`src/inc/ssf_consts.vh`:
```
// constants for the serial transceiver digital core
`ifndef SSF_CONSTS_VH
`define SSF_CONSTS_VH

// bus register byte offsets
`define SSF_ADDR_CTRL 4'h0
`define SSF_ADDR_STATUS 4'h4
`define SSF_ADDR_RATIO 4'h8
`define SSF_ADDR_FRAMES 4'hc
`define SSF_RESP_OKAY 2'h0
`define SSF_RESP_SLVERR 2'h2

// control register field positions
`define SSF_CTL_BYPASS 0
`define SSF_CTL_FAR 1
`define SSF_CTL_NEAR 2
`define SSF_CTL_SNEAR 3
`define SSF_CTL_RXCLKTX 4
`define SSF_CTL_RXREF 5
`define SSF_CTL_LOSDIS_N 6
`define SSF_CTL_RATE_HI 7
`define SSF_CTL_RSEL_LO 8
`define SSF_CTL_RSEL_HI 10
`define SSF_CTL_WIDTH 11
`define SSF_CTL_RESET 11'h000

// framing pattern bytes
`define SSF_A1 8'hf6
`define SSF_A2 8'h28

// bit period in core cycles for each line rate (model of the multiplied clock), then byte bit counts
`define SSF_BIT_DIV_HI 6'h04
`define SSF_BIT_DIV_LO 6'h10
`define SSF_BYTE_BITS 3'h7
`define SSF_HALF_BYTE 3'h3

// loss-of-signal thresholds in bit times / transitions
`define SSF_LOS_RUN 8'h80
`define SSF_LOS_WIN 7'h7f
`define SSF_LOS_TRANS 5'h10

// multiplier feedback divide ratios by selector, high and low rate
`define SSF_DIV_HI_0 6'h08
`define SSF_DIV_HI_1 6'h0c
`define SSF_DIV_HI_2 6'h10
`define SSF_DIV_HI_3 6'h20
`define SSF_DIV_LO_0 6'h02
`define SSF_DIV_LO_1 6'h03
`define SSF_DIV_LO_2 6'h04
`define SSF_DIV_LO_3 6'h08

`endif

```
`src/design/ssf_serdes_core.v`:
```
// serdes framer core: serializer, deserializer, framing, loss of signal, loopbacks
`timescale 1ns/100ps
`include "ssf_consts.vh"

module ssf_serdes_core (
    // clock and reset
    input wire core_clk,
    input wire reset,
    // transmit byte side
    input wire [7:0] tx_parallel_in,
    input wire tx_byte_clk_in,
    output wire tx_byte_clk_out,
    // serial transmit side
    output wire tx_serial_out,
    output wire tx_serial_clk_out,
    // serial receive side
    input wire rx_serial_in,
    input wire rx_serial_clk_in,
    // receive byte side
    output wire [7:0] rx_parallel_out,
    output wire rx_byte_clk_out,
    output wire frame_pulse,
    input wire framing_hunt,
    // loss of signal straps and state
    input wire los_force_ttl,
    input wire los_force_pecl,
    output wire losActive,
    output wire refFromRx,
    // axi4-lite slave
    input wire [3:0] s_axi_awaddr,
    input wire s_axi_awvalid,
    output wire s_axi_awready,
    input wire [31:0] s_axi_wdata,
    input wire [3:0] s_axi_wstrb,
    input wire s_axi_wvalid,
    output wire s_axi_wready,
    output wire [1:0] s_axi_bresp,
    output wire s_axi_bvalid,
    input wire s_axi_bready,
    input wire [3:0] s_axi_araddr,
    input wire s_axi_arvalid,
    output wire s_axi_arready,
    output wire [31:0] s_axi_rdata,
    output wire [1:0] s_axi_rresp,
    output wire s_axi_rvalid,
    input wire s_axi_rready
);

    // control register and its fields
    reg [`SSF_CTL_WIDTH-1:0] ctrl_q;
    wire recoveryBypass = ctrl_q[`SSF_CTL_BYPASS];
    wire farLoopEn = ctrl_q[`SSF_CTL_FAR];
    wire nearLoopEn = ctrl_q[`SSF_CTL_NEAR];
    wire serialNearLoopEn = ctrl_q[`SSF_CTL_SNEAR];
    wire rxClockTxMode = ctrl_q[`SSF_CTL_RXCLKTX];
    wire rxRefMode = ctrl_q[`SSF_CTL_RXREF];
    wire losDetectDisableN = ctrl_q[`SSF_CTL_LOSDIS_N];
    wire rateHiSel = ctrl_q[`SSF_CTL_RATE_HI];
    wire [2:0] refRatioSel = ctrl_q[`SSF_CTL_RSEL_HI:`SSF_CTL_RSEL_LO];

    // divide ratio lookup, unknown selector codes fall back to the first ratio
    reg [5:0] divRatio;
    always @* begin
        case ({rateHiSel, refRatioSel})
            4'h8: divRatio = `SSF_DIV_HI_0;
            4'h9: divRatio = `SSF_DIV_HI_1;
            4'ha: divRatio = `SSF_DIV_HI_2;
            4'hb: divRatio = `SSF_DIV_HI_3;
            4'h0: divRatio = `SSF_DIV_LO_0;
            4'h1: divRatio = `SSF_DIV_LO_1;
            4'h2: divRatio = `SSF_DIV_LO_2;
            4'h3: divRatio = `SSF_DIV_LO_3;
            default: divRatio = rateHiSel ? `SSF_DIV_HI_0 : `SSF_DIV_LO_0;
        endcase
    end

    // multiplied clock model: bit phase counter giving rise and fall enables
    reg [5:0] cmuPhase_q;
    wire [5:0] bitDiv = rateHiSel ? `SSF_BIT_DIV_HI : `SSF_BIT_DIV_LO;
    wire cmuRise = (cmuPhase_q == 6'h00);
    wire cmuFall = (cmuPhase_q == {1'b0, bitDiv[5:1]});
    always @(posedge core_clk) begin
        if (reset || cmuPhase_q >= bitDiv - 6'h01) begin
            cmuPhase_q <= 6'h00;
        end else begin
            cmuPhase_q <= cmuPhase_q + 6'h01;
        end
    end

    // external serial clock edges; inputs are synchronous so one history flop suffices
    reg extClkPrev_q;
    reg txByteClkPrev_q;
    wire extRise = rx_serial_clk_in & ~extClkPrev_q;
    wire extFall = ~rx_serial_clk_in & extClkPrev_q;
    wire txByteEdge = tx_byte_clk_in & ~txByteClkPrev_q;
    always @(posedge core_clk) begin
        if (reset) begin
            extClkPrev_q <= 1'b0;
            txByteClkPrev_q <= 1'b0;
        end else begin
            extClkPrev_q <= rx_serial_clk_in;
            txByteClkPrev_q <= tx_byte_clk_in;
        end
    end

    // loss-of-signal state, needed early for clock selection
    reg losDet_q;
    wire losForced = ~(los_force_ttl ^ los_force_pecl);
    assign losActive = (losDet_q & ~losDetectDisableN) | losForced;

    // receive line clock: external only in bypass without loss, else recovered/multiplied
    wire useExtRx = recoveryBypass & ~losActive;
    wire rxLineRise = useExtRx ? extRise : cmuRise;
    wire rxLineFall = useExtRx ? extFall : cmuFall;

    // transmit bit clock: in far loop or loop timing the external clock when bypassed (kept during loss), else multiplier
    wire txFromRx = farLoopEn | rxClockTxMode;
    wire txRise = txFromRx ? (recoveryBypass ? extRise : cmuRise) : cmuRise;
    wire txFall = txFromRx ? (recoveryBypass ? extFall : cmuFall) : cmuFall;

    // multiplier reference select, self-reference prevented in near loop only, not in serial near loop
    assign refFromRx = rxRefMode & ~losActive & ~nearLoopEn;

    // transmit byte capture
    reg [7:0] txHold_q;
    always @(posedge core_clk) begin
        if (reset) begin
            txHold_q <= 8'h00;
        end else if (txByteEdge) begin
            txHold_q <= tx_parallel_in;
        end
    end

    // divide-by-eight transmit byte clock from the multiplied clock
    reg [2:0] cmuBitCnt_q;
    reg txByteClkOut_q;
    always @(posedge core_clk) begin
        if (reset) begin
            cmuBitCnt_q <= 3'h0;
            txByteClkOut_q <= 1'b0;
        end else if (cmuRise) begin
            cmuBitCnt_q <= cmuBitCnt_q + 3'h1;
            txByteClkOut_q <= (cmuBitCnt_q <= `SSF_HALF_BYTE) ? 1'b1 : 1'b0;
        end
    end
    assign tx_byte_clk_out = txByteClkOut_q;

    // serializer, msb first; a new byte is loaded every eighth launch
    reg [2:0] txBitCnt_q;
    reg [7:0] txShift_q;
    reg serBit_q;
    wire serNext = (txBitCnt_q == 3'h0) ? txHold_q[7] : txShift_q[7];
    always @(posedge core_clk) begin
        if (reset) begin
            txBitCnt_q <= 3'h0;
            txShift_q <= 8'h00;
            serBit_q <= 1'b0;
        end else if (txFall) begin
            serBit_q <= serNext;
            txBitCnt_q <= txBitCnt_q + 3'h1;
            if (txBitCnt_q == 3'h0) begin
                txShift_q <= {txHold_q[6:0], 1'b0};
            end else begin
                txShift_q <= {txShift_q[6:0], 1'b0};
            end
        end
    end

    // serial outputs: far loop repeats the line, otherwise the serializer
    reg txSerialOut_q;
    reg txSerialClk_q;
    always @(posedge core_clk) begin
        if (reset) begin
            txSerialOut_q <= 1'b0;
            txSerialClk_q <= 1'b0;
        end else begin
            if (txRise) begin
                txSerialClk_q <= 1'b1;
            end else if (txFall) begin
                txSerialClk_q <= 1'b0;
            end
            if (txFall) begin
                txSerialOut_q <= farLoopEn ? rx_serial_in : serNext;
            end
        end
    end
    assign tx_serial_out = txSerialOut_q;
    assign tx_serial_clk_out = txSerialClk_q;

    // receive bit source: near loop taps serializer, serial near loop feeds recovery input
    reg rxBit;
    reg rxTick;
    always @* begin
        if (nearLoopEn) begin
            rxBit = serNext;
            rxTick = txFall;
        end else if (recoveryBypass) begin
            rxBit = rx_serial_in;
            rxTick = rxLineRise;
        end else begin
            rxBit = serialNearLoopEn ? txSerialOut_q : rx_serial_in;
            rxTick = rxLineRise;
        end
    end

    // loss-of-signal detector: run length and transition window counters
    reg lastBit_q;
    reg [7:0] runLen_q;
    reg [6:0] winCnt_q;
    reg [4:0] transCnt_q;
    wire transition = rxBit ^ lastBit_q;
    always @(posedge core_clk) begin
        if (reset) begin
            lastBit_q <= 1'b0;
            runLen_q <= 8'h00;
            winCnt_q <= 7'h00;
            transCnt_q <= 5'h00;
            losDet_q <= 1'b0;
        end else if (rxTick) begin
            lastBit_q <= rxBit;
            if (transition) begin
                runLen_q <= 8'h00;
            end else if (runLen_q != 8'hff) begin
                runLen_q <= runLen_q + 8'h01;
            end
            if (!losDet_q && !transition && runLen_q >= `SSF_LOS_RUN) begin
                losDet_q <= 1'b1;
                winCnt_q <= 7'h00;
                transCnt_q <= 5'h00;
            end else if (losDet_q) begin
                // window restarts every 128 bits; loss clears on a transition once the count reaches threshold
                if (transition && transCnt_q >= `SSF_LOS_TRANS) begin
                    losDet_q <= 1'b0;
                end
                if (winCnt_q == `SSF_LOS_WIN) begin
                    winCnt_q <= 7'h00;
                    transCnt_q <= 5'h00;
                end else begin
                    winCnt_q <= winCnt_q + 7'h01;
                    if (transition) begin
                        transCnt_q <= transCnt_q + 5'h01;
                    end
                end
            end
        end
    end

    // deserializer with frame hunter over the last 48 received bits
    reg [47:0] rxShift_q;
    reg [2:0] rxBitCnt_q;
    reg [7:0] rxByte_q;
    reg framePulse_q;
    reg rxByteClk_q;
    reg [15:0] frameCount_q;
    wire [47:0] rxShiftNext = {rxShift_q[46:0], rxBit};
    wire patternHit = (rxShiftNext == {`SSF_A1, `SSF_A1, `SSF_A1,
                                      `SSF_A2, `SSF_A2, `SSF_A2});
    wire realign = framing_hunt & patternHit;
    wire byteDone = realign | (rxBitCnt_q == `SSF_BYTE_BITS);
    always @(posedge core_clk) begin
        if (reset) begin
            rxShift_q <= 48'h000000000000;
            rxBitCnt_q <= 3'h0;
            rxByte_q <= 8'h00;
            framePulse_q <= 1'b0;
            rxByteClk_q <= 1'b0;
            frameCount_q <= 16'h0000;
        end else if (rxTick) begin
            rxShift_q <= rxShiftNext;
            rxBitCnt_q <= byteDone ? 3'h0 : rxBitCnt_q + 3'h1;
            rxByteClk_q <= (byteDone || rxBitCnt_q < `SSF_HALF_BYTE) ? 1'b1 : 1'b0;
            if (byteDone) begin
                rxByte_q <= losActive ? 8'h00 : rxShiftNext[7:0];
                framePulse_q <= realign;
                if (realign) begin
                    frameCount_q <= frameCount_q + 16'h0001;
                end
            end
        end
    end
    assign rx_parallel_out = rxByte_q;
    assign frame_pulse = framePulse_q;
    assign rx_byte_clk_out = rxByteClk_q;

    // axi4-lite write: address and data latched in either order, then one response
    reg awHeld_q;
    reg wHeld_q;
    reg [3:0] awAddr_q;
    reg [31:0] wData_q;
    reg [3:0] wStrb_q;
    reg bValid_q;
    reg [1:0] bResp_q;
    assign s_axi_awready = ~awHeld_q & ~bValid_q;
    assign s_axi_wready = ~wHeld_q & ~bValid_q;
    assign s_axi_bvalid = bValid_q;
    assign s_axi_bresp = bResp_q;
    wire doWrite = awHeld_q & wHeld_q & ~bValid_q;
    always @(posedge core_clk) begin
        if (reset) begin
            awHeld_q <= 1'b0;
            wHeld_q <= 1'b0;
            awAddr_q <= 4'h0;
            wData_q <= 32'h00000000;
            wStrb_q <= 4'h0;
            bValid_q <= 1'b0;
            bResp_q <= `SSF_RESP_OKAY;
            ctrl_q <= `SSF_CTL_RESET;
        end else begin
            if (s_axi_awvalid && s_axi_awready) begin
                awHeld_q <= 1'b1;
                awAddr_q <= s_axi_awaddr;
            end
            if (s_axi_wvalid && s_axi_wready) begin
                wHeld_q <= 1'b1;
                wData_q <= s_axi_wdata;
                wStrb_q <= s_axi_wstrb;
            end
            if (doWrite) begin
                awHeld_q <= 1'b0;
                wHeld_q <= 1'b0;
                bValid_q <= 1'b1;
                if (awAddr_q == `SSF_ADDR_CTRL) begin
                    bResp_q <= `SSF_RESP_OKAY;
                    if (wStrb_q[0]) begin
                        ctrl_q[7:0] <= wData_q[7:0];
                    end
                    if (wStrb_q[1]) begin
                        ctrl_q[`SSF_CTL_WIDTH-1:8] <= wData_q[`SSF_CTL_WIDTH-1:8];
                    end
                end else if (awAddr_q == `SSF_ADDR_STATUS || awAddr_q == `SSF_ADDR_RATIO ||
                             awAddr_q == `SSF_ADDR_FRAMES) begin
                    bResp_q <= `SSF_RESP_OKAY; // read-only, write ignored
                end else begin
                    bResp_q <= `SSF_RESP_SLVERR;
                end
            end else if (bValid_q && s_axi_bready) begin
                bValid_q <= 1'b0;
            end
        end
    end

    // axi4-lite read: one cycle to answer, data held until taken
    reg rValid_q;
    reg [31:0] rData_q;
    reg [1:0] rResp_q;
    assign s_axi_arready = ~rValid_q;
    assign s_axi_rvalid = rValid_q;
    assign s_axi_rdata = rData_q;
    assign s_axi_rresp = rResp_q;
    always @(posedge core_clk) begin
        if (reset) begin
            rValid_q <= 1'b0;
            rData_q <= 32'h00000000;
            rResp_q <= `SSF_RESP_OKAY;
        end else if (s_axi_arvalid && !rValid_q) begin
            rValid_q <= 1'b1;
            rResp_q <= `SSF_RESP_OKAY;
            case (s_axi_araddr)
                `SSF_ADDR_CTRL: rData_q <= {21'h000000, ctrl_q};
                `SSF_ADDR_STATUS: rData_q <= {27'h0000000, framing_hunt, refFromRx,
                                              losForced, losDet_q, losActive};
                `SSF_ADDR_RATIO: rData_q <= {26'h0000000, divRatio};
                `SSF_ADDR_FRAMES: rData_q <= {16'h0000, frameCount_q};
                default: begin
                    rData_q <= 32'h00000000;
                    rResp_q <= `SSF_RESP_SLVERR;
                end
            endcase
        end else if (rValid_q && s_axi_rready) begin
            rValid_q <= 1'b0;
        end
    end

endmodule // ssf_serdes_core

```
`config.mk`:
```
export PLATFORM = sky130hd
export DESIGN_NAME = ssf_serdes_core
export DESIGN_NICKNAME = d
export VERILOG_FILES = /design/src/design/ssf_serdes_core.v
export VERILOG_INCLUDE_DIRS = /design/src /design/src/inc
export SDC_FILE = /design/constraint.sdc
export NUM_CORES = 1
export LEC_CHECK = 0
export ABC_AREA = 1
export BUFFER_PORTS_ARGS = -buffer_cell sky130_fd_sc_hd__buf_2
export CAP_MARGIN = 10
export CORE_ASPECT_RATIO = 0.5
export CORE_MARGIN = 8
export CORE_UTILIZATION = 25
export DETAILED_ROUTE_END_ITERATION = 7
export PLACE_DENSITY = 0.4
export SYNTH_ARGS = -nofsm -noshare
export SYNTH_HDL_FRONTEND = slang
export SYNTH_SLANG_ARGS = --single-unit
export TNS_END_PERCENT = 1
```
`constraint.sdc`:
```
create_clock -name core_clk -period 4 [get_ports core_clk]
set_clock_uncertainty 0.2 [all_clocks]
set_input_delay 0.8 -clock core_clk [delete_from_list [all_inputs] [get_ports core_clk]]
set_output_delay 0.8 -clock core_clk [all_outputs]
set_load 0.02 [all_outputs]
```
# Word-level counts from Yosys, hierarchy flattened
# Index checks and enable logic that the tools add are counted.
[totals]
regBits = 199
latchBits = 0
ram_bits = 0
romBits = 0
in_bits = 65
output_inout_bits = 56
word_cells = 170
mem_count = 0
[classes]
add_sub_neg = 9
mul = 0
div_mod_pow = 0
n_lt_le_gt_ge = 5
n_eq_ne = 18
shift = 0
n_mux = 41
bitwise = 28
n_reduce_logical = 36
[op_table]
columns = ["operator", "count"]
rows = [
  ["case mux 16 bit (4 select lines)", 1],
  ["equality test 48 bit, second input constant", 1],
  ["case mux 6 bit (7 select lines)", 1],
  ["equality test 4 bit, second input constant", 8],
  ["two-way mux 8 bit", 4],
  ["two-way mux 5 bit", 5],
  ["two-way mux 1 bit", 22],
  ["two-way mux 7 bit", 3],
  ["adder 16 x 1 -> 16 bit, second input constant", 1],
  ["AND 1 bit", 12],
  ["logical NOT 4 bit", 3],
  ["AND reduction 3 bit", 4],
  ["inverter 1 bit", 11],
  ["nonzero test 2 bit", 5],
  ["adder 3 x 1 -> 3 bit, second input constant", 3],
  ["adder 8 x 1 -> 8 bit, second input constant", 1],
  ["equality test 4 x 2 -> 1 bit, second input constant", 2],
  ["equality test 4 x 3 -> 1 bit, second input constant", 2],
  ["greater-or-equal comparator 8 bit, second input constant", 1],
  ["logical AND 1 bit", 8],
  ["!= test 8 bit, second input constant", 1],
  ["adder 7 x 1 -> 7 bit, second input constant", 1],
  ["equality test 7 bit, second input constant", 1],
  ["adder 6 x 1 -> 6 bit, second input constant", 1],
  ["other kinds (22)", 35],
]

# Logic depth before layout (Yosys ltp)
# Gate-level depths: netlist of run 1.
[logic_depth]
ltp_word = 9
mapped_depth = 18
depth_no_buf = 18

# Worst setup path before layout of run 1
# Ideal clock, no wire load.
[synth_timing]
path_kind = "reg-to-reg"
from = "register txBitCnt_q[0]"
to = "register transCnt_q[4]"
setup_time_ns = 0.132
arrival_time_ns = 2.575
required_time_ns = 3.668
setup_slack_ns = 1.092
path_stages_with_launch = 18
n_path_buf = 1
period_less_slack_ns = 2.908
cell_sequence = "dfxtp_1 > inv_1 > ha_1 > nand2_1 > or2_2 > o21ai_0 > o21ai_0 > inv_1 > ha_1 > buf_2 > inv_1 > nand3_1 > inv_2 > nor2_1 > a31oi_2 > nand2_1 > nand2_1 > a21oi_1"
[synth_between]
elab_chain_cells = 9
elab_cells_between_ends = 11
classes_between = "mux: 3; bitwise: 1; reduce/logical: 7"
[synth_rtl]
columns = ["item", "line_no", "rtl"]
rows = [
  ["start: declaration", "ssf_serdes_core.v:149", "reg [2:0] txBitCnt_q;"],
  ["start signal: assignment", "ssf_serdes_core.v:160", "txBitCnt_q <= txBitCnt_q + 3'h1;"],
  ["logical NOT 3 bit (*)", "ssf_serdes_core.v:152", "wire serNext = (txBitCnt_q == 3'h0) ? txHold_q[7] : txShift_q[7];"],
  ["two-way mux 1 bit (*)", "ssf_serdes_core.v:152", ""],
  ["two-way mux 1 bit (*)", "ssf_serdes_core.v:194", "if (nearLoopEn) begin"],
  ["XOR 1 bit (*)", "ssf_serdes_core.v:211", "wire transition = rxBit ^ lastBit_q;"],
  ["logical NOT 1 bit", "ssf_serdes_core.v:226", "if (!losDet_q && !transition && runLen_q >= `SSF_LOS_RUN) begin"],
  ["logical AND 1 bit", "ssf_serdes_core.v:226", ""],
  ["logical AND 1 bit (no line)", "--", ""],
  ["nonzero test 3 bit (no line) or nonzero test 2 bit (tied branches)", "--", ""],
  ["AND reduction 3 bit (no line)", "--", ""],
  ["end signal: assignment", "ssf_serdes_core.v:241", "transCnt_q <= transCnt_q + 5'h01;"],
  ["end: declaration", "ssf_serdes_core.v:210", "reg [4:0] transCnt_q;"],
]
# Every way passes the cells marked *; elsewhere a longest branch is shown, timed or not.
# A chain may end at the register's enable or synchronous reset.

# Worst setup path in the final report of run 1
[layout_timing]
from = "register txBitCnt_q[0]"
to = "register transCnt_q[3]"
# Same word-level chain as after synthesis.

==> results of run 1 <==
-- cells in the mapped netlist (3+ instances only) --
cell	n
nand2_1	208
nor2_1	203
dfxtp_1	179
o21ai_0	118
inv_1	117
a21oi_1	99
nand3_1	62
clkbuf_1	24
buf_4	23
ha_1	16
nand4_1	16
nor3_1	15
xor2_1	14
a31oi_1	7
buf_2	7
buf_6	7
o22ai_1	6
nor3b_1	5
nand2_2	4
nor2_2	4
o21ai_1	4
inv_2	3
nand2_4	3
-- stage by stage --
stage / worst slack (ns) / std cells / cell area (sq um) / hold WS, ns
detailed placement: 0.516 / 1647 / 8940 / 0.250
global route: 0.0898 / 1679 / 9510 / 0.275
CTS: 0.514 / 1679 / 9510 / 0.258
global placement: 0.569 / 1647 / 8940 / 0.244
finish: 0.575 / 1679 / 9510 / 0.255
floorplan: 1.09 / 1183 / 8300 / 0.228
-- final cells by class --
cell class	count	area (sq um)	share of cell area, %
well taps	441	552	5.80
clock inverters	10	73.8	0.776
inverters	121	454	4.78
clock buffers	22	494	5.20
multi-input cells	820	3880	40.8
flip-flops and latches	179	3580	37.7
repair buffers	86	473	4.97
-- kinds of logic (layout without fill, tap and decap cells) --
kind of cell | Yosys count | in the layout | synth area share, %
xor+xnor | 16 | 16 | 1.70
simple gates | 528 | 528 | 27.0
compound gates | 241 | 241 | 15.1
buf+inv | 184 | 239 | 10.2
other cells | 1 | 19 | 0.0456
fa+ha+maj | 16 | 16 | 2.43
flops | 179 | 179 | 43.5
-- state kept, by name (all words and copies together) (netlist names), 4 cells and up --
name / count
rxShift_q: 47
frameCount_q: 16
s_axi_rdata: 16
ctrl_q: 11
wData_q: 11
runLen_q: 8
rx_parallel_out: 8
txHold_q: 8
txShift_q: 7
winCnt_q: 7
cmuPhase_q: 6
transCnt_q: 5
awAddr_q: 4
-- power breakdown --
| group | total (uW) | switching (uW) | internal [uW] |
|---|---|---|---|
| combinational | 365 | 251 | 113 |
| clock | 1610 | 731 | 880 |
| sequential | 1920 | 52.0 | 1870 |
-- critical path, cell delays in order (launching register included) --
cell	delay, ns
dfxtp_1	0.37
inv_1	0.06
ha_1	0.18
nand2_1	0.22
or2_2	0.16
o21ai_0	0.09
o21ai_0	0.33
inv_1	0.11
ha_1	0.32
inv_1	0.12
nand3_1	0.15
inv_2	0.20
nor2_1	0.09
a31oi_2	0.30
nand2_1	0.21
nand2_1	0.10
a21oi_1	0.06
-- path summary, 6_finish.rpt --
| path | start | to | slack [ns] | cells past startpoint |
|---|---|---|---|---|
| worst max-delay path | txBitCnt_q[0] | transCnt_q[3] | 0.57 | 16 |
| worst min-delay path | rxShift_q[22] | rxShift_q[23] | 0.26 | 2 |
| worst max register to register | txBitCnt_q[0] | transCnt_q[3] | 0.57 | 16 |
| worst min register to register | rxShift_q[22] | rxShift_q[23] | 0.26 | 2 |
-- metal layers --
layer  routed length, microns  vias up  GRT usage (%)
met1                    10300     3290           13.7
li1                         -     3834              -
met3                      725       16           2.49
met4                      255        0           3.43
met2                     9990       93           18.4
met5                        0        -              0
==> flow_summary.json, run 1 <==
{
  "status": "finished clean",
  "antenna_cells": 0,
  "slew_viol_final": 0,
  "clock_sinks": 179,
  "dieWidth_microns": 273,
  "grt_pass1_wl_microns": 34600,
  "drive_above_1_share_pct": 11.2,
  "postLayoutCoreUtil_pct": 29.0,
  "postRouteAntennaNets": 0,
  "fin_crit_ns": 3.43,
  "grt_setup_unrepaired": "no",
  "cts_hold_buf": 0,
  "initial_utilization_pct": 25.1,
  "cts_setup_buffers": 0,
  "grt.overflow.total": 0,
  "setup_viol": 0,
  "peakVddDrop_mv": 0.304,
  "routedWlPerCell_microns": 12.7,
  "synth_area_sq_um": 8230,
  "gp_congestion": 0.763,
  "synth-seq-cells": 179,
  "yosysSeqAreaShare_pct": 43.5,
  "total_power_uw": 3900,
  "cts_buffers": 17,
  "cp-start-kind": "flop",
  "final_cell_mix": "208 x nand2_1, 203 x nor2_1, 179 x dfxtp_1, 118 x o21ai_0, 116 x inv_1",
  "wl_microns": 21300,
  "yosys.area.top_type_share_pct": 43.5,
  "ctsResizeCount": 0,
  "avgSynthCellArea_sq_um": 7.06,
  "p_per_area_nw_per_um2": 410,
  "synth_top_area_cell": "dfxtp_1",
  "ios": 121,
  "synthTopCellsByArea": "dfxtp_1 44%, nand2_1 9.5%, nor2_1 9.3%",
  "vias": 7233,
  "vias_per_cell": 4.31,
  "nets": 1306,
  "fin_tns_setup_ns": 0,
  "htreeDepth": 4,
  "placementRows": 47,
  "die_area_sq_um": 39300,
  "core_area_sq_um": 32800,
  "grt_max_degree": 120,
  "p_leak_uw": 0.00389,
  "worstSetupPathType": "flop to flop",
  "firstDrtPassIters": 4,
  "final_common_cell": "nand2_1",
  "critPathMaxFanout": 10,
  "dp_hpwl_microns": 15000,
  "hold_viol_final": 0,
  "maxCapViolCount": 0,
  "synth_edf_count": 0,
  "critPathCaptureType": "flop",
  "cts-root-buf": "clkbuf_16",
  "grt.total_usage_pct": 10.9,
  "worstPathRequired_ns": 4.09,
  "port_buffers": 79,
  "drt_iter0_drc": 459,
  "ys_async_sr_fraction_pct": 0,
  "syn_inst": 1165,
  "ys_types": 39,
  "area_growth_pct": 15.6,
  "clk_latency_ns": 0.44,
  "yosys_warnings": 0,
  "drc": 0,
  "finalCritPeriodShare_pct": 85.6,
  "cts_buffer_depth": 2,
  "max_freq_ghz": 0.292,
  "antenna_found_initial": 0,
  "die_h_microns": 144,
  "cp.arrival_ns": 3.51,
  "tightest_slew_ns": 1.02,
  "hold_class": "flop to flop",
  "final.fill_count": 3556,
  "synthFlopType": "dfxtp_1",
  "grt_pass1_vias": 6822,
  "cts_tree": "yes",
  "slew_headroom_pct": 32.0,
  "clk_pin_slew_ns": 0.07
}
No activity file was read; power rests on OpenSTA's default activity.
==> run 2: changes to the inputs <==
--- a/config.mk
+++ b/config.mk
@@ -12,6 +12,7 @@
 export CORE_ASPECT_RATIO = 0.5
 export CORE_MARGIN = 8
 export CORE_UTILIZATION = 25
+export CTS_BUF_LIST = sky130_fd_sc_hd__clkbuf_4
 export DETAILED_ROUTE_END_ITERATION = 7
 export PLACE_DENSITY = 0.4
 export SYNTH_ARGS = -nofsm -noshare
==> run 2 against run 1 <==
Count of clock-buffer cells in the layout down 5. Sequential share of layout area up 1.4 points. Worst setup slack worse by 0.0027 ns. Power down 19%. Global-route usage about the same. Critical path type unchanged. Critical endpoint is now transCnt_q[0]. Clock power down 45%. Via count about the same. Sequential power about the same. Cell area down 3.6%. Register-to-register slack about the same.
==> flow_summary.json, run 2 (synthesized netlist as in run 1, its figures left out) <==
{
  "cts_buffers": 17,
  "dp_hpwl_microns": 15000,
  "hold_viol_final": 0,
  "pwr-share-seq_pct": 60.5,
  "initial_utilization_pct": 25.1,
  "multi_input_area_sq_um": 3880,
  "cts_setup_buffers": 0,
  "vias": 7240,
  "cts_buffer_depth": 2,
  "p_leak_uw": 0.00373,
  "r2r-start": "txBitCnt_q[0]",
  "cp-start-kind": "flop",
  "largest_register": "rxShift_q",
  "area_growth_pct": 11.4,
  "wl_microns": 21200,
  "die_h_microns": 144,
  "nets": 1306,
  "timing.rr.end": "transCnt_q[0]",
  "postRouteAntennaNets": 0,
  "grt.overflow.total": 0,
  "status": "finished clean",
  "clock_sinks": 179,
  "p_int_uw": 2220,
  "htreeDepth": 4,
  "drive_above_1_share_pct": 10.8,
  "pre_cts_ws_ns": 0.516,
  "antenna_found_initial": 1,
  "cts_tree": "yes",
  "cp.arrival_ns": 3.70,
  "ios": 121,
  "maxCapViolCount": 0,
  "die_area_sq_um": 39300,
  "hold_path_startpoint": "tx_byte_clk_in",
  "grt.total_usage_pct": 10.9,
  "firstDrtPassIters": 7,
  "hold_class": "input port to flop",
  "r2r_setup_slack_ns": 0.57,
  "p_per_area_nw_per_um2": 347,
  "slew_viol_final": 0,
  "final-seq-area_sq_um": 3580,
  "final.fill_count": 3603,
  "grt_max_degree": 120,
  "dieWidth_microns": 273,
  "routedWlPerCell_microns": 12.6,
  "setup_viol": 0,
  "clk_pin_slew_ns": 0.15,
  "grt_pass1_vias": 6832,
  "grt_setup_unrepaired": "no",
  "port_buffers": 79,
  "worstRegToRegCells": 16,
  "critPathMaxFanout": 10,
  "worstSetupPathType": "flop to flop",
  "p_clk_share_pct": 28.0,
  "peakVddDrop_mv": 0.155,
  "vias_per_cell": 4.31,
  "worst_slack_ns": 0.572,
  "switching_share_pct": 30.1,
  "fin_tns_setup_ns": 0,
  "clk_latency_ns": 0.61,
  "switching_power_uw": 957,
  "tightest_slew_ns": 1.03,
  "drc": 0,
  "ctsResizeCount": 0,
  "max_freq_ghz": 0.292,
  "finalCritPeriodShare_pct": 85.7,
  "final_cell_mix": "208 x nand2_1, 203 x nor2_1, 179 x dfxtp_1, 118 x o21ai_0, 116 x inv_1",
  "placementRows": 47,
  "fin_crit_ns": 3.43,
  "cts_hold_buf": 0,
  "combPwrFrac_pct": 11.5,
  "slew_headroom_pct": 30.9,
  "gp_congestion": 0.763,
  "worstPathRequired_ns": 4.27,
  "whs_path_depth": 3,
  "critPathCaptureType": "flop",
  "drt_iter0_drc": 439,
  "core_area_sq_um": 32800,
  "largest_reg_flops": 47,
  "final_common_cell": "nand2_1",
  "grt_pass1_wl_microns": 34500,
  "total_power_uw": 3180,
  "cts-root-buf": "clkbuf_4",
  "hold_end": "txByteClkPrev_q"
}
run 2: worst max-delay path by stage:
stage,slack [ns],cells past startpoint,startpoint,endpoint
after floorplan,1.09,17,txBitCnt_q[0],transCnt_q[4]
after CTS,0.49,16,txBitCnt_q[1],transCnt_q[0]
after detailed placement,0.52,16,txBitCnt_q[0],transCnt_q[2]
final,0.57,16,txBitCnt_q[0],transCnt_q[0]
after global placement,0.57,16,txBitCnt_q[0],transCnt_q[4]
after global routing,0.06,16,txBitCnt_q[1],transCnt_q[0]
run 2: final cells by class:
cell class | count | area share, %
inverter | 121 | 4.95
antenna | 1 | 0.0273
timing repair buffer | 86 | 5.16
tap | 441 | 6.02
clock inverter | 15 | 1.01
sequential | 179 | 39.1
multi-input combinational | 820 | 42.3
clock buffer | 17 | 1.39
run 2: per-stage QoR:
step / instance area [sq um] / hold slack, ns / utilization (%) / cells
after floorplan: 8300 / 0.228 / - / 1183
after global placement: 8940 / 0.244 / 27.3 / 1647
after detailed placement: 8940 / 0.250 / 27.3 / 1647
after CTS: 9160 / 0.0975 / 28.0 / 1679
after global routing: 9170 / 0.0998 / 28.0 / 1680
final: 9170 / 0.194 / 28.0 / 1680
run 2: per-layer routing:
| metal | vias up | global-route usage [%] | routed length [microns] |
|---|---|---|---|
| li1 | 3840 | - | - |
| met1 | 3278 | 13.6 | 10100 |
| met2 | 110 | 18.4 | 9970 |
| met3 | 12 | 2.79 | 921 |
| met4 | 0 | 3.10 | 216 |
| met5 | - | 0 | 0 |
run 2: power groups by stage:
stage,clock [uW],sequential [uW],combinational (uW)
after global routing,1040,1940,421
final,889,1920,365
after global placement,0,1960,366
after floorplan,0,1960,280
after CTS,962,1920,372
after detailed placement,0,1960,371
run 2: critical path, cell delays in order, from the launching register on:
cell,delay [ns]
dfxtp_1,0.39
inv_1,0.06
ha_1,0.18
nand2_1,0.22
or2_2,0.16
o21ai_0,0.10
o21ai_0,0.33
inv_1,0.11
ha_1,0.32
inv_1,0.12
nand3_1,0.15
inv_2,0.20
nor2_1,0.09
a31oi_2,0.30
nand2_1,0.20
nand2_1,0.11
a21oi_1,0.06
==> run 3: changes to the inputs <==
--- a/config.mk
+++ b/config.mk
@@ -14,7 +14,7 @@
 export CORE_UTILIZATION = 25
 export CTS_BUF_LIST = sky130_fd_sc_hd__clkbuf_4
 export DETAILED_ROUTE_END_ITERATION = 7
-export PLACE_DENSITY = 0.4
+export PLACE_DENSITY = 0.51
 export SYNTH_ARGS = -nofsm -noshare
 export SYNTH_HDL_FRONTEND = slang
 export SYNTH_SLANG_ARGS = --single-unit
==> run 3 against run 2 <==
Hold slack improved by 0.035 ns. Final cell count increased by 0.30%. Combinational power is 1% higher. Register-to-register slack improved by 0.06 ns. Critical path depth is the same. Non-clock buffer count grew 5. Core utilization up 0.20 points. Count of clock-buffer cells in the layout is 1 higher. First-iteration DRC count shrank 2.1%. Die area is the same. Flip-flop and latch count unchanged. Highest routed layer unchanged.
==> flow_summary.json, run 3 (synthesized netlist as in run 1, its figures left out) <==
{
  "status": "finished clean",
  "slew_headroom_pct": 58.4,
  "cts_tree": "yes",
  "clk_pin_slew_ns": 0.15,
  "dieWidth_microns": 273,
  "maxCapViolCount": 0,
  "clock_sinks": 179,
  "p_per_area_nw_per_um2": 352,
  "die_area_sq_um": 39300,
  "p_leak_uw": 0.00378,
  "p_int_uw": 2300,
  "dp_hpwl_microns": 14300,
  "max_freq_ghz": 0.297,
  "slew_viol_final": 0,
  "dr_wl_met3_microns": 716,
  "final_cell_mix": "208 x nand2_1, 203 x nor2_1, 179 x dfxtp_1, 118 x o21ai_0, 116 x inv_1",
  "core_area_sq_um": 32800,
  "area_growth_pct": 12.2,
  "drt_iter0_drc": 430,
  "wl_met1_microns": 10300,
  "final-seq-area_sq_um": 3580,
  "cp.arrival_ns": 3.66,
  "port_buffers": 79,
  "p_clk_share_pct": 29.5,
  "vias_per_cell": 4.22,
  "vias": 7110,
  "setup_viol": 0,
  "pwr-share-seq_pct": 59.1,
  "cp-start-kind": "flop",
  "r2r-start": "txBitCnt_q[0]",
  "nets": 1311,
  "cts_buffer_depth": 2,
  "postRouteAntennaNets": 0,
  "placed_area_sq_um": 8980,
  "setup.worst_path.start": "txBitCnt_q[0]",
  "routed.top_layer": "met4",
  "ios": 121,
  "drc": 0,
  "placementRows": 47,
  "hold_path_startpoint": "tx_byte_clk_in",
  "grt_pass1_vias": 6521,
  "grt_pass1_wl_microns": 33200,
  "initial_utilization_pct": 25.1,
  "grt.overflow.total": 0,
  "cts_buffers": 17,
  "grt_max_degree": 66,
  "routedWlPerCell_microns": 12.1,
  "combPwrFrac_pct": 11.4,
  "peakVddDrop_mv": 0.169,
  "ctsResizeCount": 0,
  "gp_congestion": 0.772,
  "multi_input_area_sq_um": 3880,
  "hold_viol_final": 0,
  "fin_tns_setup_ns": 0,
  "hold_class": "input port to flop",
  "critPathMaxFanout": 10,
  "htreeDepth": 4,
  "fin_area_sq_um": 9230,
  "largest_reg_flops": 47,
  "largest_register": "rxShift_q",
  "cts_hold_buf": 0,
  "finalCritPeriodShare_pct": 84.3,
  "tightest_slew_ns": 0.624,
  "grt_setup_unrepaired": "no",
  "route.met2.wl_microns": 9160,
  "critPathCaptureType": "flop",
  "cts-root-buf": "clkbuf_4",
  "antenna_found_initial": 3,
  "cts_setup_buffers": 0,
  "firstDrtPassIters": 5,
  "switching_power_uw": 953,
  "grt.total_usage_pct": 10.3,
  "fin_crit_ns": 3.37,
  "drive_above_1_share_pct": 11.3,
  "die_h_microns": 144,
  "worstSetupPathType": "flop to flop",
  "final_common_cell": "nand2_1",
  "clk_latency_ns": 0.59,
  "switching_share_pct": 29.3,
  "worstPathRequired_ns": 4.29,
  "final.fill_count": 3615,
  "wl_microns": 20300,
  "postLayoutCoreUtil_pct": 28.2
}
==> run 3: final timing paths <==
path | cells past startpoint | slack, ns | endpoint
worst min register to register | 2 | 0.26 | rxShift_q[9]
worst min-delay path | 3 | 0.23 | txByteClkPrev_q
worst max register to register | 16 | 0.63 | winCnt_q[1]
worst max-delay path | 16 | 0.63 | winCnt_q[1]
==> run 3: cell type report <==
| class | count | share of cell area [%] |
|---|---|---|
| Timing Repair Buffer | 91 | 5.53 |
| Multi-Input combinational cell | 820 | 42.0 |
| Sequential cell | 179 | 38.8 |
| Antenna cell | 1 | 0.0271 |
| Tap cell | 441 | 5.98 |
| Clock buffer | 18 | 1.46 |
| Clock inverter | 14 | 1.21 |
| Inverter | 121 | 4.93 |
==> run 3: per-stage QoR <==
| step | total power, uW | std cells | hold slack [ns] | setup WS (ns) |
|---|---|---|---|---|
| final | 3250 | 1685 | 0.229 | 0.627 |
| after floorplan | 2240 | 1183 | 0.228 | 1.09 |
| after detailed placement | 2330 | 1652 | 0.245 | 0.609 |
| after global routing | 3460 | 1685 | 0.162 | 0.329 |
| after CTS | 3310 | 1684 | 0.178 | 0.592 |
| after global placement | 2330 | 1652 | 0.244 | 0.661 |
==> run 3: critical path, cell delays in order (launching register included) <==
cell and delay (ns):
dfxtp_1 0.36, inv_1 0.06, ha_1 0.13, nand2_1 0.07, inv_1 0.19, o21ai_0 0.20, o21ai_0 0.43, inv_1 0.12
ha_1 0.33, inv_1 0.14, nand3_1 0.16, inv_2 0.19, nor2_1 0.09, inv_1 0.22, nand2_2 0.17, o21ai_0 0.18
nor2_1 0.05
==> run 3: metal layers <==
metal,global-route usage [%],up-vias
met5,0,-
met4,2.34,0
met3,2.51,13
met2,16.8,99
met1,13.7,3137
li1,-,3861
==> run 3: power groups by stage <==
stage	clock (uW)	sequential (uW)	combinational [uW]
finish	959	1920	369
global placement	0	1960	372
detailed placement	0	1960	374
global route	1100	1940	428
floorplan	0	1960	280
CTS	1010	1920	375
